===== src/inc/daisy_link_params.svh =====
// constants of the daisy-chain link engine: opcodes, fields, timing
`ifndef DAISY_LINK_PARAMS_SVH
`define DAISY_LINK_PARAMS_SVH
`define OP_ADDR_INIT 8'h95
`define OP_LAST_POLL 8'h57
`define OP_SOFT_RESET 8'h5D
`define OP_ALERT_CLR1 8'hB5
`define OP_ALERT_CLR2 8'h75
`define CFG_PTR 4'h1
`define CFG_SRST_BIT 1
`define CFG_ONESHOT_BIT 12
`define RESP_TAG 3'h0
`define PINS_RST 4'hB
`define CLK_MHZ 200
`define T_RESP_US 7000
`define T_INIT_TO_US 1000000
`define T_GREAD_TO_US 35000
`define BIT_W 16
`define TMR_W 28
`endif


===== src/inc/daisy_link_pkg.sv =====
// types shared by the daisy-chain link engine
`include "daisy_link_params.svh"
package daisy_link_pkg;
  typedef enum logic [1:0] {R_CALW, R_CALM, R_IDLE, R_BITS} rx_st_t;
  typedef enum logic [3:0] {P_OP, P_PTR, P_D0, P_D1, P_FWD, P_RLO, P_RHI,
    P_TXW, P_INIT, P_INITW, P_INITD, P_INITF} eng_st_t;
  // opcode byte, msb first: field, type, read, global
  typedef struct packed {
    logic [4:0] node_address_field;
    logic operation_type_bit;
    logic read_not_write_bit;
    logic global_select_bit;
  } opcode_t;
  typedef struct packed {
    rx_st_t st;
    logic [`BIT_W+2:0] cnt;
    logic [`BIT_W-1:0] bitp;
    logic [3:0] n;
    logic [2:0] falls;
    logic [7:0] sh;
    logic prev;
  } rx_t;
  typedef struct packed {
    logic busy;
    logic dn;
    logic [3:0] n;
    logic [`BIT_W-1:0] cnt;
    logic [9:0] sh;
  } tx_t;
  typedef struct packed {
    logic [`BIT_W+3:0] gap;
    logic [5:0] words;
    logic prev;
  } dnmon_t;
  typedef struct packed {
    eng_st_t st;
    opcode_t op;
    logic [3:0] ptr;
    logic [7:0] lo;
    logic [15:0] wdata;
    logic [`TMR_W-1:0] tmr;
    logic [4:0] addr;
    logic last;
    logic dir_up;
    logic own;
    logic [5:0] need;
    logic cbusy;
    logic wr;
    logic srst;
    logic aclr;
    logic conv;
  } eng_t;
  typedef struct packed {
    logic up_tx;
    logic up_oe;
    logic dn_tx;
    logic dn_oe;
  } pin_t;
endpackage : daisy_link_pkg


===== src/verilog/daisy_chain_sensor_link.sv =====
// daisy-chain sensor node link engine and its receive byte fifo
//
// What this block does
// - type bit 1 command, 0 address; rw selects
// - five bits above type bit are address
// - pointer byte only in address operations
// - data phase two bytes, low byte first
// - writes store host data, reads return register
// - uninvolved node repeats traffic both directions
// - init: store address, respond once after 7 ms
// - stalled init released after one second
// - last init node answers poll with address
// - other nodes never answer last poll
// - software reset command reloads and clears
// - read reply starts within 1.5 bit times
// - global write hits nodes up to address
// - global read replies addressed node down
// - global read beyond chain ends at 35 ms
// - continuous conversion is default mode
// - shutdown keeps link and registers working
// - shutdown plus trigger bit: one conversion
// - trigger bit always reads back zero
// - idle high, 10-bit words, lsb first
// - each operation starts with 55h calibration
// - opcode layout and command code values
// - global bit set for commands and globals
`timescale 1ns/1ps
`default_nettype none
`include "daisy_link_params.svh"

module byte_fifo #(
  parameter int W = 8,
  parameter int D = 4
) (
  input wire logic clk,
  input wire logic rst,
  input wire logic ce,
  input wire logic in_valid,
  input wire logic [W-1:0] in_data,
  output logic in_ready,
  output logic out_valid,
  output logic [W-1:0] out_data,
  input wire logic out_ready
);
  localparam int AW = (D > 1) ? $clog2(D) : 1;
  logic [W-1:0] mem [D];
  logic [AW-1:0] wp_r, wp_nxt, rp_r, rp_nxt;
  logic [AW:0] cnt_r, cnt_nxt;
  logic push, pop;
  // depth must be a power of two so the pointers wrap by themselves
  always_comb begin
    in_ready = cnt_r != (AW+1)'(D);
    out_valid = cnt_r != '0;
    out_data = mem[rp_r];
    push = in_valid & in_ready;
    pop = out_ready & out_valid;
    wp_nxt = push ? AW'(wp_r + 1'b1) : wp_r;
    rp_nxt = pop ? AW'(rp_r + 1'b1) : rp_r;
    cnt_nxt = (AW+1)'(cnt_r + push - pop);
  end
  // pointers, count and storage
  always_ff @(posedge clk) begin
    if (rst) begin
      wp_r <= '0;
      rp_r <= '0;
      cnt_r <= '0;
    end else if (ce) begin
      wp_r <= wp_nxt;
      rp_r <= rp_nxt;
      cnt_r <= cnt_nxt;
      if (push) begin
        mem[wp_r] <= in_data;
      end
    end
  end
endmodule : byte_fifo

module daisy_chain_sensor_link #(
  parameter int RESP_CYC = `T_RESP_US * `CLK_MHZ,
  parameter int INIT_TO_CYC = `T_INIT_TO_US * `CLK_MHZ,
  parameter int GREAD_TO_CYC = `T_GREAD_TO_US * `CLK_MHZ,
  parameter int FIFO_D = 4
) (
  input wire logic CLK_SYS,
  input wire logic RST,
  input wire logic CE,
  input wire logic UP_RX,
  output logic UP_TX,
  output logic UP_OE,
  input wire logic DN_RX,
  output logic DN_TX,
  output logic DN_OE,
  input wire logic SHUTDOWN,
  input wire logic CONV_DONE,
  input wire logic [15:0] REG_RDATA,
  output logic [3:0] REG_PTR,
  output logic [15:0] REG_WDATA,
  output logic REG_WR,
  output logic SOFT_RST,
  output logic ALERT_CLR,
  output logic CONV_START,
  output logic [4:0] NODE_ADDR,
  output logic LAST_NODE
);
  daisy_link_pkg::rx_t rx_r, rx_nxt;
  daisy_link_pkg::tx_t tx_r, tx_nxt;
  daisy_link_pkg::dnmon_t dn_r, dn_nxt;
  daisy_link_pkg::eng_t eng_r, eng_nxt;
  daisy_link_pkg::pin_t pins_r, pins_nxt;
  daisy_link_pkg::opcode_t opc;
  logic push, fifo_rdy, fv, pop, cal, go, god, own_up, own_dn;
  logic up_fall, dn_fall, mine, part, hit;
  logic [7:0] fd, gob;
  logic [15:0] rdm;
  logic [`BIT_W+3:0] gap_len;

  byte_fifo #(.W(8), .D(FIFO_D)) rx_fifo (
    .clk(CLK_SYS),
    .rst(RST),
    .ce(CE),
    .in_valid(push),
    .in_data(rx_r.sh),
    .in_ready(fifo_rdy),
    .out_valid(fv),
    .out_data(fd),
    .out_ready(pop)
  );

  assign own_up = tx_r.busy & ~tx_r.dn;
  assign own_dn = tx_r.busy & tx_r.dn;

  // host-side receiver: bit rate measured from the calibration word
  always_comb begin
    rx_nxt = rx_r;
    push = 1'b0;
    up_fall = rx_r.prev & ~UP_RX;
    rx_nxt.prev = UP_RX;
    // while replies run hostward the host is silent, so ignore the pin
    if (!eng_r.dir_up && !own_up) begin
      unique case (rx_r.st)
        daisy_link_pkg::R_CALW: if (up_fall) begin
          rx_nxt.cnt = (`BIT_W+3)'(1);
          rx_nxt.falls = '0;
          rx_nxt.st = daisy_link_pkg::R_CALM;
        end
        daisy_link_pkg::R_CALM: begin
          // 55h gives five falling edges two bits apart, first to last eight bits
          rx_nxt.cnt = (`BIT_W+3)'(rx_r.cnt + 1'b1);
          if (up_fall) begin
            rx_nxt.falls = 3'(rx_r.falls + 1'b1);
            if (rx_r.falls == 3'h3) begin
              rx_nxt.bitp = rx_r.cnt[`BIT_W+2:3];
              rx_nxt.st = daisy_link_pkg::R_IDLE;
            end
          end
        end
        daisy_link_pkg::R_IDLE: if (up_fall) begin
          rx_nxt.cnt = (`BIT_W+3)'(rx_r.bitp >> 1);
          rx_nxt.n = '0;
          rx_nxt.st = daisy_link_pkg::R_BITS;
        end
        daisy_link_pkg::R_BITS: begin
          if (rx_r.cnt == '0) begin
            rx_nxt.cnt = (`BIT_W+3)'(rx_r.bitp - 1'b1);
            rx_nxt.n = 4'(rx_r.n + 1'b1);
            if (rx_r.n == 4'h0 && UP_RX) begin
              rx_nxt.st = daisy_link_pkg::R_IDLE; // glitch, not a start
            end else if (rx_r.n == 4'h9) begin
              rx_nxt.st = daisy_link_pkg::R_IDLE;
              push = UP_RX;
            end else if (rx_r.n != 4'h0) begin
              rx_nxt.sh = {UP_RX, rx_r.sh[7:1]};
            end
          end else begin
            rx_nxt.cnt = (`BIT_W+3)'(rx_r.cnt - 1'b1);
          end
        end
      endcase
    end
    if (cal) begin
      rx_nxt.st = daisy_link_pkg::R_CALW;
    end
  end

  // downstream word counter for replies passing through
  always_comb begin
    dn_nxt = dn_r;
    dn_fall = dn_r.prev & ~DN_RX;
    dn_nxt.prev = DN_RX;
    gap_len = (`BIT_W+4)'({rx_r.bitp, 3'h0} + rx_r.bitp + (rx_r.bitp >> 1));
    if (dn_r.gap != '0) begin
      dn_nxt.gap = (`BIT_W+4)'(dn_r.gap - 1'b1);
    end
    if (!eng_r.dir_up) begin
      dn_nxt.words = '0;
      dn_nxt.gap = '0;
    end else if (dn_fall && dn_r.gap == '0 && !own_dn) begin
      dn_nxt.words = 6'(dn_r.words + 1'b1);
      dn_nxt.gap = gap_len; // skip to mid stop bit
    end
  end

  // word transmitter toward either neighbour
  always_comb begin
    tx_nxt = tx_r;
    if (go) begin
      tx_nxt.busy = 1'b1;
      tx_nxt.dn = god;
      tx_nxt.n = 4'hA;
      tx_nxt.cnt = `BIT_W'(rx_r.bitp - 1'b1);
      tx_nxt.sh = {1'b1, gob, 1'b0};
    end else if (tx_r.busy) begin
      if (tx_r.cnt == '0) begin
        tx_nxt.busy = tx_r.n != 4'h1;
        tx_nxt.sh = {1'b1, tx_r.sh[9:1]};
        tx_nxt.n = 4'(tx_r.n - 1'b1);
        tx_nxt.cnt = `BIT_W'(rx_r.bitp - 1'b1);
      end else begin
        tx_nxt.cnt = `BIT_W'(tx_r.cnt - 1'b1);
      end
    end
  end

  // protocol sequencer
  always_comb begin
    eng_nxt = eng_r;
    go = 1'b0;
    god = 1'b0;
    gob = '0;
    pop = 1'b0;
    opc = daisy_link_pkg::opcode_t'(fd);
    eng_nxt.wr = 1'b0;
    eng_nxt.srst = 1'b0;
    eng_nxt.aclr = 1'b0;
    eng_nxt.conv = 1'b0;
    eng_nxt.tmr = `TMR_W'(eng_r.tmr + 1'b1);
    mine = eng_r.addr == eng_r.op.node_address_field;
    part = eng_r.addr <= eng_r.op.node_address_field;
    hit = eng_r.op.global_select_bit ? part : mine;
    rdm = REG_RDATA;
    if (eng_r.ptr == `CFG_PTR) begin
      rdm[`CFG_ONESHOT_BIT] = 1'b0;
    end
    // conversion restarts itself unless shut down
    if (CONV_DONE) begin
      eng_nxt.cbusy = 1'b0;
    end
    if (!eng_r.cbusy && !SHUTDOWN) begin
      eng_nxt.conv = 1'b1;
      eng_nxt.cbusy = 1'b1;
    end
    unique case (eng_r.st)
      daisy_link_pkg::P_OP: if (fv) begin
        pop = 1'b1;
        eng_nxt.op = opc;
        eng_nxt.tmr = '0;
        if (!opc.operation_type_bit) begin
          eng_nxt.st = daisy_link_pkg::P_PTR;
        end else begin
          case (fd)
            `OP_ADDR_INIT: eng_nxt.st = daisy_link_pkg::P_INIT;
            `OP_LAST_POLL: if (eng_r.last) begin
              go = 1'b1;
              gob = {eng_r.addr, `RESP_TAG};
              eng_nxt.st = daisy_link_pkg::P_TXW;
            end else begin
              eng_nxt.need = 6'h1;
              eng_nxt.own = 1'b0;
              eng_nxt.st = daisy_link_pkg::P_FWD;
            end
            `OP_SOFT_RESET: eng_nxt.srst = 1'b1;
            `OP_ALERT_CLR1, `OP_ALERT_CLR2: eng_nxt.aclr = 1'b1;
            default: ; // reserved code: no action
          endcase
        end
      end
      daisy_link_pkg::P_PTR: if (fv) begin
        pop = 1'b1;
        eng_nxt.ptr = fd[3:0];
        eng_nxt.tmr = '0;
        eng_nxt.st = daisy_link_pkg::P_OP;
        if (!eng_r.op.read_not_write_bit) begin
          eng_nxt.st = daisy_link_pkg::P_D0;
        end else if (hit) begin
          // nodes below us answer first, then we add our own
          eng_nxt.need = eng_r.op.global_select_bit ?
            {5'(eng_r.op.node_address_field - eng_r.addr), 1'b0} : 6'h0;
          eng_nxt.own = 1'b1;
          eng_nxt.st = (eng_nxt.need == 6'h0) ? daisy_link_pkg::P_RLO :
            daisy_link_pkg::P_FWD;
        end else if (!eng_r.op.global_select_bit &&
            eng_r.op.node_address_field > eng_r.addr) begin
          eng_nxt.need = 6'h2;
          eng_nxt.own = 1'b0;
          eng_nxt.st = daisy_link_pkg::P_FWD;
        end
      end
      daisy_link_pkg::P_D0: if (fv) begin
        pop = 1'b1;
        eng_nxt.lo = fd;
        eng_nxt.st = daisy_link_pkg::P_D1;
      end
      daisy_link_pkg::P_D1: if (fv) begin
        pop = 1'b1;
        eng_nxt.st = daisy_link_pkg::P_OP;
        if (hit) begin
          eng_nxt.wr = 1'b1;
          eng_nxt.wdata = {fd, eng_r.lo};
          if (eng_r.ptr == `CFG_PTR) begin
            if (eng_nxt.wdata[`CFG_ONESHOT_BIT] && SHUTDOWN) begin
              eng_nxt.conv = 1'b1;
              eng_nxt.cbusy = 1'b1;
            end
            if (eng_nxt.wdata[`CFG_SRST_BIT]) begin
              eng_nxt.srst = 1'b1;
            end
          end
        end
      end
      daisy_link_pkg::P_FWD: begin
        if (dn_r.words >= eng_r.need && dn_r.gap == '0) begin
          eng_nxt.st = eng_r.own ? daisy_link_pkg::P_RLO :
            daisy_link_pkg::P_OP;
        end else if (eng_r.tmr == `TMR_W'(GREAD_TO_CYC - 1)) begin
          eng_nxt.st = daisy_link_pkg::P_OP;
        end
      end
      daisy_link_pkg::P_RLO: begin
        go = 1'b1; // starts at once, well inside 1.5 bits
        gob = rdm[7:0];
        eng_nxt.st = daisy_link_pkg::P_RHI;
      end
      daisy_link_pkg::P_RHI: if (!tx_r.busy) begin
        go = 1'b1;
        gob = rdm[15:8];
        eng_nxt.st = daisy_link_pkg::P_TXW;
      end
      daisy_link_pkg::P_TXW: if (!tx_r.busy) begin
        eng_nxt.st = daisy_link_pkg::P_OP;
      end
      daisy_link_pkg::P_INIT: if (fv) begin
        pop = 1'b1;
        eng_nxt.addr = fd[7:3];
        eng_nxt.lo = fd;
        eng_nxt.last = 1'b1;
        eng_nxt.tmr = '0;
        eng_nxt.st = daisy_link_pkg::P_INITW;
      end
      daisy_link_pkg::P_INITW: if (eng_r.tmr == `TMR_W'(RESP_CYC - 1)) begin
        go = 1'b1;
        gob = {eng_r.addr, eng_r.lo[2:0]};
        eng_nxt.st = daisy_link_pkg::P_INITD;
      end
      daisy_link_pkg::P_INITD: if (!tx_r.busy) begin
        go = 1'b1;
        god = 1'b1;
        gob = {5'(eng_r.addr + 1'b1), eng_r.lo[2:0]};
        eng_nxt.st = daisy_link_pkg::P_INITF;
      end
      daisy_link_pkg::P_INITF: begin
        if (dn_r.words != '0) begin
          eng_nxt.last = 1'b0; // someone answered below us
        end
        if (eng_r.tmr == `TMR_W'(INIT_TO_CYC - 1)) begin
          eng_nxt.st = daisy_link_pkg::P_OP;
        end
      end
    endcase
    eng_nxt.dir_up = eng_nxt.st == daisy_link_pkg::P_FWD ||
      eng_nxt.st == daisy_link_pkg::P_INITF;
    cal = eng_nxt.st == daisy_link_pkg::P_OP &&
      (eng_r.st != daisy_link_pkg::P_OP || (pop && opc.operation_type_bit));
  end

  // pin drivers: own words win, otherwise repeat the other side
  always_comb begin
    pins_nxt.up_oe = own_up | (eng_r.dir_up & ~own_dn);
    pins_nxt.up_tx = own_up ? tx_r.sh[0] : DN_RX;
    pins_nxt.dn_oe = own_dn | ~eng_r.dir_up;
    pins_nxt.dn_tx = own_dn ? tx_r.sh[0] : UP_RX;
  end

  // state registers, frozen while the clock enable is low
  always_ff @(posedge CLK_SYS) begin
    if (RST) begin
      rx_r <= '0;
      tx_r <= '0;
      dn_r <= '0;
      eng_r <= '0;
      pins_r <= daisy_link_pkg::pin_t'(`PINS_RST);
    end else if (CE) begin
      rx_r <= rx_nxt;
      tx_r <= tx_nxt;
      dn_r <= dn_nxt;
      eng_r <= eng_nxt;
      pins_r <= pins_nxt;
    end
  end

  assign UP_TX = pins_r.up_tx;
  assign UP_OE = pins_r.up_oe;
  assign DN_TX = pins_r.dn_tx;
  assign DN_OE = pins_r.dn_oe;
  assign REG_PTR = eng_r.ptr;
  assign REG_WDATA = eng_r.wdata;
  assign REG_WR = eng_r.wr;
  assign SOFT_RST = eng_r.srst;
  assign ALERT_CLR = eng_r.aclr;
  assign CONV_START = eng_r.conv;
  assign NODE_ADDR = eng_r.addr;
  assign LAST_NODE = eng_r.last;
endmodule : daisy_chain_sensor_link
`default_nettype wire


===== config.mk =====
export PLATFORM = sky130hd
export DESIGN_NAME = daisy_chain_sensor_link
export DESIGN_NICKNAME = d
export VERILOG_FILES = /design/src/inc/daisy_link_pkg.sv /design/src/verilog/daisy_chain_sensor_link.sv
export VERILOG_INCLUDE_DIRS = /design/src /design/src/inc
export SDC_FILE = /design/constraint.sdc
export NUM_CORES = 1
export LEC_CHECK = 0
export ABC_AREA = 0
export ABC_CLOCK_PERIOD_IN_PS = 7900
export BUFFER_PORTS_ARGS = -buffer_cell sky130_fd_sc_hd__buf_2
export CORE_UTILIZATION = 50
export DETAILED_ROUTE_END_ITERATION = 8
export GPL_ROUTABILITY_DRIVEN = 0
export PLACE_DENSITY = 0.69
export SYNTH_ARGS = -nofsm -noshare
export SYNTH_HDL_FRONTEND = slang
export SYNTH_SLANG_ARGS = --single-unit
export TNS_END_PERCENT = 1

===== constraint.sdc =====
create_clock -name CLK_SYS -period 7.9 [get_ports CLK_SYS]
set_input_delay 0.79 -clock CLK_SYS [delete_from_list [all_inputs] [get_ports CLK_SYS]]
set_output_delay 0.79 -clock CLK_SYS [all_outputs]
set_load 0.01 [all_outputs]

[Word-level counts from Yosys, hierarchy flattened]
Memory sizes are Yosys's and may differ from the RTL's. A register that Yosys moved wholly into a read port is not among the register bits.
Index checks and enable logic that the tools add are counted.
Cells by class
  reductions and logical operators: 63
  bitwise gates (word level): 16
  multiplexer cells: 126
  add/subtract/negate cells: 19
  $lt $le $gt $ge: 3
  equal/unequal tests: 51
Operator list (count)
  2-to-1 mux 8 bit: 12
  case mux 21 bit (4 select lines): 1
  2-to-1 mux 4 bit: 17
  2-to-1 mux 16 bit: 4
  2-to-1 mux 30 bit: 2
  2-to-1 mux 7 bit: 8
  case mux 28 bit (2 select lines): 1
  2-to-1 mux 26 bit: 2
  2-to-1 mux 52 bit: 1
  case mux 4 bit (12 select lines): 1
  2-to-1 mux 1 bit: 42
  2-to-1 mux 21 bit: 2
  case mux 8 bit (5 select lines): 1
  2-to-1 mux 34 bit: 1
  subtractor 16 x 1 -> 16 bit (second input constant): 2
  adder 28 x 1 -> 28 bit (second input constant): 1
  == test 28 x 21 -> 1 bit (second input constant): 1
  == test 28 x 23 -> 1 bit (second input constant): 1
  == test 28 bit (second input constant): 1
  2-to-1 mux 28 bit: 1
  == test 4 bit (second input constant): 6
  == test 8 x 7 -> 1 bit (second input constant): 3
  2-to-1 mux 2 bit: 12
  != test 2 bit (second input constant): 11
  other kinds (68): 144
Word-level totals
  register bits after elaboration: 210
  logic and storage cells: 320
  output and inout port bits: 34
  memories kept: 1
  input bits: 23
  bits in writable memories: 32
Memory list
  rx_fifo.mem: words 4, width 8, read ports 1, clocked after memory_dff 1, write ports 1, RTL line daisy_chain_sensor_link.sv:46  | logic [W-1:0] mem [D];

[Logic depth before layout (Yosys ltp)]
Gate-level depths: netlist (run 1).
  word-level depth: 12
  gate-level depth with buffers: 14
  mapped depth without buffers: 13

[Hierarchy]
From an unflattened synthesis (run 1), not the netlist that was laid out.
Second synthesis, totals
  cell total of the unflattened synthesis: 1768
  area, all modules: 14581.5 sq um
By module, submodules not included
  daisy_chain_sensor_link: times used 1, cells an instance 1669, area an instance 12892.4 sq um, seq. area each 4043.9 sq um
  byte_fifo: times used 1, cells an instance 99, area an instance 1689.1 sq um, seq. area each 1141.1 sq um

[Least setup slack after synthesis (run 1)]
OpenSTA, ideal clock, no wires.
  path type: reg-to-reg
  from: reg rx_r[32] (netlist name)
  to: reg rx_fifo.cnt_r[2]
  data arrival time: 3053 ps
  cell stages (with the launch flop): 15
  data required time: 7772 ps
  path buffers: 1
  setup slack: 4720 ps
  clock period less this slack: 3180 ps
  setup time: 128 ps
  cell sequence: dfxtp_1 inv_1 ha_1 or4b_4 or4b_1 buf_4 nor2_4 and4_1 ha_1 inv_1 fa_1 xnor2_1 nor2_1 xnor2_1 nor2_1
Between the ends
  cells in the longest elaborated chain, start to end: 7
Ends and longest elaborated chain
  from (decl): RTL line daisy_chain_sensor_link.sv:105  | daisy_link_pkg::rx_t rx_r, rx_nxt;
  from (signal assigned): RTL line daisy_chain_sensor_link.sv:392  | rx_r <= rx_nxt;
  zero test 19 bit: RTL line daisy_chain_sensor_link.sv:163  | if (rx_r.cnt == '0) begin
  2-to-1 mux 1 bit: RTL line daisy_chain_sensor_link.sv:163
  2-to-1 mux 1 bit: RTL line daisy_chain_sensor_link.sv:140  | unique case (rx_r.st)
  2-to-1 mux 1 bit: RTL line daisy_chain_sensor_link.sv:139  | if (!eng_r.dir_up && !own_up) begin
  AND 1 bit: RTL line daisy_chain_sensor_link.sv:55  | push = in_valid & in_ready;
  adder 3 x 1 -> 3 bit: RTL line daisy_chain_sensor_link.sv:59  | cnt_nxt = (AW+1)'(cnt_r + push - pop);
  subtractor 3 x 1 -> 3 bit: RTL line daisy_chain_sensor_link.sv:59
  to (signal assigned): RTL line daisy_chain_sensor_link.sv:70  | cnt_r <= cnt_nxt;
  to (decl): RTL line daisy_chain_sensor_link.sv:48  | logic [AW:0] cnt_r, cnt_nxt;
No other way between the ends.
A chain may end at the register's enable or synchronous reset.

==> metrics.md, run 1 <==
| Metric | Value |
|---|---|
| Static Leak | `6.21 nW` |
| First-pass GRT wire length | `60100 um` |
| Starting DRT DRC Count | `1122` |
| PwrDens | `258 nW/um^2` |
| Setup WS pre-CTS | `4.00 ns` |
| RSZ-0062 raised after global routing | `false` |
| Max Clock Freq | `0.252 GHz` |
| CP endpoint kind | `register` |
| Clock skew | `0.0252 ns` |
| Hold/Removal Path Class | `reg -> reg` |
| Row count | `61` |
| Syn_area_per_cell | `8.35 sq um` |
| Final routed DRC violation total | `0` |
| Total Wirelength | `36700 um` |
| GRT overflow | `0` |
| Share of cells above drive strength 1 | `0.0879` |
| Status | `finished clean` |
| CTS max path bufs | `3` |
| Setup TNS | `0 ns` |
| Vias in the first global route | `11.7k` |
| Post-CTS setup repair buffer count | `0` |
| Final Max Tran Viols | `0` |
| PortBufs | `56` |
| Synthesized cell area | `14500 sq um` |
| Startpoint Class | `register` |
| Worst-skew pair later-pin latency | `0.57 ns` |
| Clock slew at reported path FFs | `0.06 ns` |
| Resized Gates After CTS | `0` |
| Via-to-Cell Ratio | `5.92` |
| Synth Net Count | `1828` |
| Synth Register Bits | `243` |
| Maxcap violations | `0` |
| Synth top area cells | `dfxtp_1 (29%), edfxtp_1 (6.6%), nor2_1 (6.2%)` |
| Setup CP Type | `reg -> reg` |
| DR vias | `12.5k` |
| EDFF count, synth | `32` |
| Nets | `1805` |
| Setup violations, final | `0` |
| Total chip power | `0.00405 W` |
| Final hold violations | `0` |
| Final core area utilization | `0.558` |
| H-tree depth | `1` |
| Tot GR Track Use | `0.251` |
| Peak VDD IR | `257 uV` |
| Period utilisation layout | `0.502` |
| Synth async-reset ratio | `0` |
| Fin crit period | `3.97 ns` |
| Syn-to-layout area delta | `8.34%` |
| CTS Buf Count | `28` |
| DR pass1 iterations | `6` |
| Largest net degree at the start of global routing | `73` |
| Initial Utilization | `0.515` |
| Initial antenna violation count | `0` |
| Synth area leader | `dfxtp_1` |
| Fill count | `2587` |
| Placeable core area | `28100 sq um` |
| Worst Setup Slack, final | `3.93 ns` |
| CP Data Arrival Time | `4.45 ns` |
| Ports | `57` |
| Number of distinct library cells after synthesis | `83` |
| Synth top area share | `0.292` |
| Diode count | `0` |
| CTS Hold Bufs | `0` |
| Critical Path RT | `8.38 ns` |
| Full die area | `29600 sq um` |
| Post-route antenna net violation count | `0` |
| Seq/Total Area, Yosys | `0.359` |
| Commonest register cell after synthesis | `dfxtp_1` |
| Slew HR | `0.174` |
| Worst-margin pin slew | `1.23 ns` |
| Mapped Cells | `1732` |
| Leading cell types by count after synthesis | `nor2_1 (238), dfxtp_1 (211), nand2_1 (167)` |
| Post-DP HPWL | `26100 um` |
| DR WL/cell | `17.4 um` |
| Die X | `172 um` |
| Clk sink count | `243` |
| Die Ht | `172 um` |
| Root buffer cell | `clkbuf_16` |
| CTS tree | `built` |
| Synthesis Warnings | `0` |
| CP Max Fanout | `25` |
| Most frequent cell after synthesis | `nor2_1` |
[path summary, 6_finish.rpt]
| path | start | end | slack (ns) | cells after the start |
|---|---|---|---|---|
| worst max register to register | register | tx_r[16] | 3.93 | 8 |
| worst max-delay path | register | tx_r[16] | 3.93 | 8 |
| worst min-delay path | rx_r[11] | rx_r[11] | 0.45 | 2 |
| worst min register to register | rx_r[11] | rx_r[11] | 0.45 | 2 |
[metrics by stage]
step,hold WS (ns),std cells,cell area [sq um]
2_1_floorplan,0.429,1732,14500
3_3_place_gp,0.442,2057,14700
3_5_place_dp,0.444,2057,14700
4_1_cts,0.452,2108,15700
5_1_grt,0.468,2108,15700
6_report,0.451,2108,15700
[cells in the final DEF (no fill, tap or decap), types with 16 or more instances in the layout]
master,synthesis,routed
xnor2_1,36,36
nand4_1,23,23
clkbuf_16,0,28
a211oi_1,21,21
o21ai_0,70,69
nor2_1,238,238
nor4_1,23,22
nand3_1,55,55
mux2i_1,55,55
a21o_1,19,19
edfxtp_1,32,32
nor3_1,51,51
or3_1,16,16
inv_1,67,67
nand2_1,167,167
dfxtp_1,211,211
ha_1,58,58
buf_2,18,55
a21oi_1,121,121
xor2_1,58,58
[logic make-up after synthesis]
family	Yosys count	share of synthesized area
XOR/XNOR	94	0.0570
adder cells (fa/ha/maj)	73	0.0710
buffers and inverters	188	0.0589
flip-flops	243	0.359
AND/OR/NAND/NOR	682	0.226
AO/OA/AOI/OAI	385	0.175
multiplexers	67	0.0537
[registers in the layout, indices dropped and copies added, names as in the netlist, 2 cells and up, named ones only]
signal,cells
rx_fifo.cnt_r,3
rx_r,53
eng_r,56
NODE_ADDR,5
rx_fifo.wp_r,2
tx_r,32
REG_WDATA,16
rx_fifo.rp_r,2
dn_r,27
REG_PTR,4
rx_fifo.mem,32
[per-layer routing]
metal	up-vias	track usage	wire (um)
li1	6114	-	-
met1	5932	0.342	17000
met2	351	0.402	16600
met3	84	0.0417	2050
met4	0	0.0862	1120
met5	-	0	0
[power breakdown]
group	switching, W	internal (W)
logic	0.000817	0.000459
registers	0.000131	0.00133
clock network	0.000522	0.000791
total	0.00147	0.00258
[critical path, cell delays in order, from the launching register on]
cell and delay [ns]:
dfxtp_1 0.64, mux4_2 0.66, and4bb_2 0.31, nand4_1 0.21, and3_1 0.62, nand2_1 0.66
or3_1 0.51, a21o_1 0.16, a21oi_1 0.11
[area by class of cell]
cell class,instances,area (sq um),area share
Clock buffer,41,790,0.0504
Multi-Input combinational cell,1301,8430,0.538
Inverter,67,251,0.0161
Tap cell,378,473,0.0302
Clock inverter,10,153,0.00975
Sequential cell,243,5180,0.331
Timing Repair Buffer,68,377,0.0240
Power figures use the tool's default switching activity.
==> run 2: changes to the inputs <==
--- a/config.mk
+++ b/config.mk
@@ -7,12 +7,12 @@
 export NUM_CORES = 1
 export LEC_CHECK = 0
 export ABC_AREA = 0
-export ABC_CLOCK_PERIOD_IN_PS = 7900
+export ABC_CLOCK_PERIOD_IN_PS = 3380
 export BUFFER_PORTS_ARGS = -buffer_cell sky130_fd_sc_hd__buf_2
 export CORE_UTILIZATION = 50
 export DETAILED_ROUTE_END_ITERATION = 8
 export GPL_ROUTABILITY_DRIVEN = 0
-export PLACE_DENSITY = 0.69
+export PLACE_DENSITY = 0.71
 export SYNTH_ARGS = -nofsm -noshare
 export SYNTH_HDL_FRONTEND = slang
 export SYNTH_SLANG_ARGS = --single-unit
==> constraint.sdc (replaced) <==
create_clock -name CLK_SYS -period 3.38 [get_ports CLK_SYS]
set_input_delay 0.338 -clock CLK_SYS [delete_from_list [all_inputs] [get_ports CLK_SYS]]
set_output_delay 0.338 -clock CLK_SYS [all_outputs]
set_load 0.01 [all_outputs]
==> run 2 against run 1 <==
Compared with the run above:
- non-clock buffer count grew 74
- largest power group is now combinational logic
- combinational power rose to 2.7 times the previous value
- die area is the same
- global-route usage increased by 0.37 points
- sequential power grew 130%
- utilization increased by 2.3 points
- total power is 150% higher
- critical endpoint is now rx_fifo.cnt_r[2]
- largest cell class unchanged
==> metrics.md, run 2 (synthesis gave the netlist of run 1 again) <==
| Metric | Value |
|---|---|
| Status | `finished clean (unchanged)` |
| Root buffer cell | `clkbuf_16 (unchanged)` |
| Flop pwr share | `0.332 (was 0.360)` |
| Full die area | `29600 sq um (unchanged)` |
| Max Clock Freq | `0.322 GHz (was 0.252 GHz)` |
| Initial Utilization | `0.515 (unchanged)` |
| CTS max path bufs | `3 (unchanged)` |
| Vias in the first global route | `12.0k (was 11.7k)` |
| Clk sink count | `243 (unchanged)` |
| Post-DP HPWL | `27300 um (was 26100 um)` |
| Clock skew | `0.0161 ns (was 0.0252 ns)` |
| Maxcap violations | `0 (unchanged)` |
| Critical Path RT | `3.81 ns (was 8.38 ns)` |
| Peak VDD IR | `449 uV (was 257 uV)` |
| Share of cells above drive strength 1 | `0.129 (was 0.0879)` |
| Resized Gates After CTS | `0 (unchanged)` |
| Worst-margin pin slew | `0.763 ns (was 1.23 ns)` |
| Tot GR Track Use | `0.255 (was 0.251)` |
| CP Max Fanout | `4 (was 25)` |
| DR vias | `12.9k (was 12.5k)` |
| Worst r2r src | `rx_r[32]` |
| Diode count | `0 (unchanged)` |
| Starting DRT DRC Count | `1164 (was 1122)` |
| Post-CTS setup repair buffer count | `0 (unchanged)` |
| Largest net degree at the start of global routing | `100 (was 73)` |
| Worst-skew pair later-pin latency | `0.55 ns (was 0.57 ns)` |
| Setup TNS | `0 ns (unchanged)` |
| First-pass GRT wire length | `61000 um (was 60100 um)` |
| DR WL/cell | `17.3 um (was 17.4 um)` |
| CTS Buf Count | `27 (was 28)` |
| RSZ-0062 raised after global routing | `false (unchanged)` |
| Row count | `61 (unchanged)` |
| Syn-to-layout area delta | `12.9% (was 8.34%)` |
| Nets | `1878 (was 1805)` |
| Clock slew at reported path FFs | `0.07 ns (was 0.06 ns)` |
| Via-to-Cell Ratio | `5.90 (was 5.92)` |
| Combinational share of power | `0.340 (was 0.316)` |
| Worst Setup Slack, final | `0.279 ns (was 3.93 ns)` |
| Sw Ratio | `0.354 (was 0.363)` |
| CP endpoint kind | `register (unchanged)` |
| Most common cell after layout, fill and taps aside | `nor2_1 (unchanged)` |
| CTS Hold Bufs | `0 (unchanged)` |
| Final Instance Area | `16300 sq um (was 15700 sq um)` |
| Period utilisation layout | `0.918 (was 0.502)` |
| Startpoint Class | `register (unchanged)` |
| Static Leak | `6.62 nW (was 6.21 nW)` |
| PortBufs | `56 (unchanged)` |
| Most flop-heavy register | `eng_r (unchanged)` |
| Clk pwr share | `0.329 (was 0.324)` |
| Die Ht | `172 um (unchanged)` |
| Final hold violations | `0 (unchanged)` |
| Switching power | `0.00355 W (was 0.00147 W)` |
| Hold EP | `eng_r[4] (was rx_r[11])` |
| Ports | `57 (unchanged)` |
| CTS tree | `built (unchanged)` |
| Most frequent cells in the layout | `nor2_1 (238), dfxtp_1 (211), nand2_1 (167) (unchanged)` |
| Setup CP Type | `reg -> reg (unchanged)` |
| Final Max Tran Viols | `0 (unchanged)` |
| R2r setup slk | `0.28 ns (was 3.93 ns)` |
| Die X | `172 um (unchanged)` |
| CP Data Arrival Time | `3.53 ns (was 4.45 ns)` |
| Final routed DRC violation total | `0 (unchanged)` |
| Total Wirelength | `37700 um (was 36700 um)` |
| Worst r2r dst | `rx_fifo.cnt_r[2] (was tx_r[16])` |
| Reg2Reg Depth | `13 (was 8)` |
| Placeable core area | `28100 sq um (unchanged)` |
| Number of flip-flops in the largest register | `56 (unchanged)` |
| GRT overflow | `0 (unchanged)` |
| Pint | `0.00647 W (was 0.00258 W)` |
| Post-route antenna net violation count | `0 (unchanged)` |
| Initial antenna violation count | `0 (unchanged)` |
| Setup WS pre-CTS | `0.210 ns (was 4.00 ns)` |
| Biggest regs | `eng_r: 56 flops, rx_r: 53 flops (unchanged)` |
| Slew HR | `0.478 (was 0.174)` |
| Setup violations, final | `0 (unchanged)` |
| H-tree depth | `1 (unchanged)` |
| Hold/Removal Path Class | `in -> reg (was reg -> reg)` |
| Fin crit period | `3.10 ns (was 3.97 ns)` |
| DP Area | `15300 sq um (was 14700 sq um)` |
| PwrDens | `614 nW/um^2 (was 258 nW/um^2)` |
| WHS Path Cells | `4 (was 2)` |
| DR pass1 iterations | `6 (unchanged)` |
| Hold_sp | `CONV_DONE (was rx_r[11])` |
run 2: cell types whose count changed in the layout (fill, tap and decap cells not counted), sizes merged:
cell,change
buf,+74
clkbuf,-6
inv,+2
bufinv,+3
run 2: metrics by stage:
stage / instances / hold slack [ns] / utilization / power (W)
finish: 2181 / 0.0778 / 0.581 / 0.0100
global route: 2181 / 0.113 / 0.581 / 0.0106
CTS: 2181 / 0.0601 / 0.581 / 0.0100
detailed placement: 2131 / 0.445 / 0.545 / 0.00671
global placement: 2131 / 0.440 / 0.545 / 0.00666
floorplan: 1732 / 0.429 / - / 0.00579
run 2: worst max-delay path, stage by stage, from the launching register on:
cell	delay (ns)
dfxtp_1	0.31
inv_1	0.09
ha_1	0.17
or4b_4	0.50
or4b_1	0.55
nor2_4	0.16
and4_1	0.21
ha_1	0.15
inv_1	0.04
fa_1	0.37
xnor2_1	0.13
nor2_1	0.13
xnor2_1	0.13
nor2_1	0.05
run 2: how the worst max path moves through the flow:
stage	from	end	slack, ns	cells past startpoint
after floorplan	rx_r[32]	rx_fifo.cnt_r[2]	0.20	14
after global placement	rx_r[32]	rx_fifo.cnt_r[2]	0.27	13
after detailed placement	rx_r[17]	dn_r[26]	0.21	14
after CTS	rx_r[17]	dn_r[26]	0.20	14
after global routing	rx_r[23]	dn_r[21]	0.03	9
final	rx_r[32]	rx_fifo.cnt_r[2]	0.28	13
run 2: layer usage:
layer  vias to the layer above  track usage  part of all wire
li1                       6268            -                 -
met1                      6109        0.356              0.46
met2                       425        0.401              0.45
met3                        74       0.0341             0.064
met4                         0       0.0927             0.030
met5                         -            0                 0
run 2: cell type report:
class | instances | area (sq um)
sequential | 243 | 5180
multi-input combinational | 1301 | 8430
fill | 2561 | 11800
clock buffer | 35 | 756
clock inverter | 15 | 254
timing repair buffer | 142 | 970
tap | 378 | 473
inverter | 67 | 251
run 2: power groups by stage:
stage          logic (W)  clock network (W)  registers (W)
6_report         0.00340            0.00329        0.00332
5_1_grt          0.00375            0.00345        0.00335
4_1_cts          0.00336            0.00333        0.00332
3_5_place_dp     0.00333                  0        0.00338
3_3_place_gp     0.00329                  0        0.00338
2_1_floorplan    0.00252                  0        0.00327
==> run 3: changes to the inputs <==
--- a/config.mk
+++ b/config.mk
@@ -15,5 +15,6 @@
 export PLACE_DENSITY = 0.71
 export SYNTH_ARGS = -nofsm -noshare
 export SYNTH_HDL_FRONTEND = slang
+export SYNTH_HIERARCHICAL = 1
 export SYNTH_SLANG_ARGS = --single-unit
 export TNS_END_PERCENT = 1
==> run 3 against run 2 <==
Compared with the run above:
- worst hold slack improved by 0.016 ns
- largest power group is now registers
- design area decreased by 0.51%
- via count increased by 2.1%
- clock skew decreased by 0.0063 ns
- highest routed layer unchanged
- register-to-register slack got worse by 0.098 ns
- sequential share of layout area increased by 0.21 points
==> metrics.md, run 3 <==
| Metric | Value |
|---|---|
| Status | `finished clean (unchanged)` |
| Xor and xnor area share after synthesis | `0.0565 (was 0.0570)` |
| Mapped Cells | `1768 (was 1732)` |
| Placeable core area | `28700 sq um (was 28100 sq um)` |
| CTS tree | `built (unchanged)` |
| Most common cell after layout, fill and taps aside | `nor2_1 (unchanged)` |
| Synth top area cells | `dfxtp_1 (29%), edfxtp_1 (6.6%), nor2_1 (6.0%) (was dfxtp_1 (29%), edfxtp_1 (6.6%), nor2_1 (6.2%))` |
| Initial Utilization | `0.508 (was 0.515)` |
| Starting DRT DRC Count | `1387 (was 1164)` |
| Commonest register cell after synthesis | `dfxtp_1 (unchanged)` |
| Synthesized cell area | `14600 sq um (was 14500 sq um)` |
| Post-Synth Adder-Cell Area | `0.0695 (was 0.0710)` |
| Static Leak | `6.47 nW (was 6.62 nW)` |
| Post-route antenna net violation count | `0 (unchanged)` |
| Maxcap violations | `0 (unchanged)` |
| Post-DP HPWL | `27400 um (was 27300 um)` |
| Largest net degree at the start of global routing | `79 (was 100)` |
| Main combinational cell family by area after synthesis | `simple AND/OR/NAND/NOR gates (unchanged)` |
| Complex-gate fraction of the synthesized area | `0.164 (was 0.175)` |
| Post-Synth Simple-Gate Area | `0.243 (was 0.226)` |
| Die X | `173 um (was 172 um)` |
| Synthesis Warnings | `6 (was 0)` |
| Tot GR Track Use | `0.253 (was 0.255)` |
| Synth Register Bits | `243 (unchanged)` |
| CP Max Fanout | `10 (was 4)` |
| Worst-margin pin slew | `0.950 ns (was 0.763 ns)` |
| Setup violations, final | `0 (unchanged)` |
| Synth Net Count | `1863 (was 1828)` |
| Setup WS pre-CTS | `0.119 ns (was 0.210 ns)` |
| Final routed DRC violation total | `0 (unchanged)` |
| Period utilisation layout | `0.946 (was 0.918)` |
| Most flop-heavy register | `eng_r (unchanged)` |
| Syn-to-layout area delta | `11.4% (was 12.9%)` |
| CTS max path bufs | `3 (unchanged)` |
| Worst-skew pair later-pin latency | `0.56 ns (was 0.55 ns)` |
| EDFF count, synth | `32 (unchanged)` |
| Met3 WL | `2580 um (was 2400 um)` |
| Nets | `1884 (was 1878)` |
| CTS Hold Bufs | `0 (unchanged)` |
| Biggest regs | `eng_r: 56 flops, rx_r: 53 flops (unchanged)` |
| Fin crit period | `3.20 ns (was 3.10 ns)` |
| CP Data Arrival Time | `3.62 ns (was 3.53 ns)` |
| Max Clock Freq | `0.313 GHz (was 0.322 GHz)` |
| Startpoint Class | `register (unchanged)` |
| Seq/Total Area, Yosys | `0.356 (was 0.359)` |
| Clock slew at reported path FFs | `0.06 ns (was 0.07 ns)` |
| Total chip power | `0.00874 W (was 0.0100 W)` |
| Synth area leader | `dfxtp_1 (unchanged)` |
| Total Wirelength | `38500 um (was 37700 um)` |
| Worst Setup Slack, final | `0.181 ns (was 0.279 ns)` |
| Met2 routed wirelength | `17800 um (was 17000 um)` |
| DR pass1 iterations | `6 (unchanged)` |
| Final hold violations | `0 (unchanged)` |
| Clk sink count | `243 (unchanged)` |
| Number of flip-flops in the largest register | `56 (unchanged)` |
| Multiplexer area fraction after synthesis | `0.0541 (was 0.0537)` |
| Share of cells above drive strength 1 | `0.126 (was 0.129)` |
| GRT overflow | `0 (unchanged)` |
| Setup CP Type | `reg -> reg (unchanged)` |
| Root buffer cell | `clkbuf_16 (unchanged)` |
| Synth async-reset ratio | `0 (unchanged)` |
| CTS Buf Count | `27 (unchanged)` |
| Syn_area_per_cell | `8.25 sq um (was 8.35 sq um)` |
| Clock skew | `0.00986 ns (was 0.0161 ns)` |
| M1 WL | `17100 um (was 17200 um)` |
| Peak VDD IR | `335 uV (was 449 uV)` |
| First-pass GRT wire length | `62800 um (was 61000 um)` |
| DR vias | `13.1k (was 12.9k)` |
| Ports | `57 (unchanged)` |
| Critical Path RT | `3.80 ns (was 3.81 ns)` |
| Diode count | `0 (unchanged)` |
| Final core area utilization | `0.566 (was 0.581)` |
| DP Area | `15200 sq um (was 15300 sq um)` |
| Vias in the first global route | `12.2k (was 12.0k)` |
| PortBufs | `56 (unchanged)` |
| Most frequent cells in the layout | `nor2_1 (233), dfxtp_1 (205), nand2_1 (178) (was nor2_1 (238), dfxtp_1 (211), nand2_1 (167))` |
| DR WL/cell | `17.5 um (was 17.3 um)` |
| PwrDens | `538 nW/um^2 (was 614 nW/um^2)` |
| Initial antenna violation count | `0 (unchanged)` |
| Row count | `62 (was 61)` |
| H-tree depth | `1 (unchanged)` |
| Final Instance Area | `16200 sq um (was 16300 sq um)` |
| Full die area | `29800 sq um (was 29600 sq um)` |
| Synth top area share | `0.290 (was 0.292)` |
| CP endpoint kind | `register (unchanged)` |
| Final Max Tran Viols | `0 (unchanged)` |
| Slew HR | `0.367 (was 0.478)` |
| Max layer used | `met4 (unchanged)` |
| Leading cell types by count after synthesis | `nor2_1 (233), dfxtp_1 (211), nand2_1 (179) (was nor2_1 (238), dfxtp_1 (211), nand2_1 (167))` |
| Via-to-Cell Ratio | `5.99 (was 5.90)` |
| Hold/Removal Path Class | `in -> reg (unchanged)` |
| Most frequent cell after synthesis | `nor2_1 (unchanged)` |
| Number of distinct library cells after synthesis | `88 (was 83)` |
| Die Ht | `173 um (was 172 um)` |
## run 3: metrics by stage
stage          hold slack, ns  cells  TNS [ns]
3_3_place_gp            0.447   2138         0
3_5_place_dp            0.454   2138         0
4_1_cts                0.0753   2188         0
5_1_grt                0.0928   2194   -0.0164
6_report               0.0934   2194         0
2_1_floorplan           0.436   1768         0
## run 3: final timing paths
path          endpoint  cells after the start  slack (ns)  startpoint
min reg2reg  eng_r[78]                      2        0.46   eng_r[78]
min           eng_r[4]                      4        0.09   CONV_DONE
max reg2reg   tx_r[19]                     11        0.18    register
max           tx_r[19]                     11        0.18    register
## run 3: per-layer routing
metal  vias to the layer above  global-route usage
li1                       6307                   -
met1                      6283               0.349
met2                       477               0.411
met3                        74              0.0347
met4                         0              0.0741
met5                         -                   0
## run 3: power by group
part	leakage [nW]	switching [W]	internal (W)	total, W
Clock	0.467	0.00124	0.00186	0.00311
Sequential	2.08	0.000166	0.00304	0.00320
Combinational	3.92	0.00154	0.000891	0.00243
## run 3: timing repair
action | in CTS | in global routing
setup buffers | 0 | 5
gates resized for setup | 0 | 12
endpoints found under the setup margin | 0 | 29
## run 3: logic make-up after synthesis
kind of cell               after synthesis
DFF                                    243
muxes                                   68
xor gates and xnor gates                94
AOI/OAI and AO/OA                      375
adders and majority gates               72
buffers and inverters                  192
and+or+nand+nor                        724
## run 3: layout make-up
cell class	instances	area, sq um
clock buffers	38	788
inverters	58	218
flip-flops and latches	243	5190
repair buffers	125	806
fillers	2620	12500
well taps	384	480
multi-input cells	1334	8600
clock inverters	12	156
## run 3: worst max-delay path, cell delays in order (launching register included)
cell and delay, ns:
dfxtp_1 0.39, buf_4 0.21, mux4_2 0.52, and3b_1 0.22, and3_2 0.25, a311o_1 0.42
nor3_4 0.31, buf_4 0.17, and2_2 0.26, nand2_1 0.08, a32oi_1 0.19, nor2_1 0.05
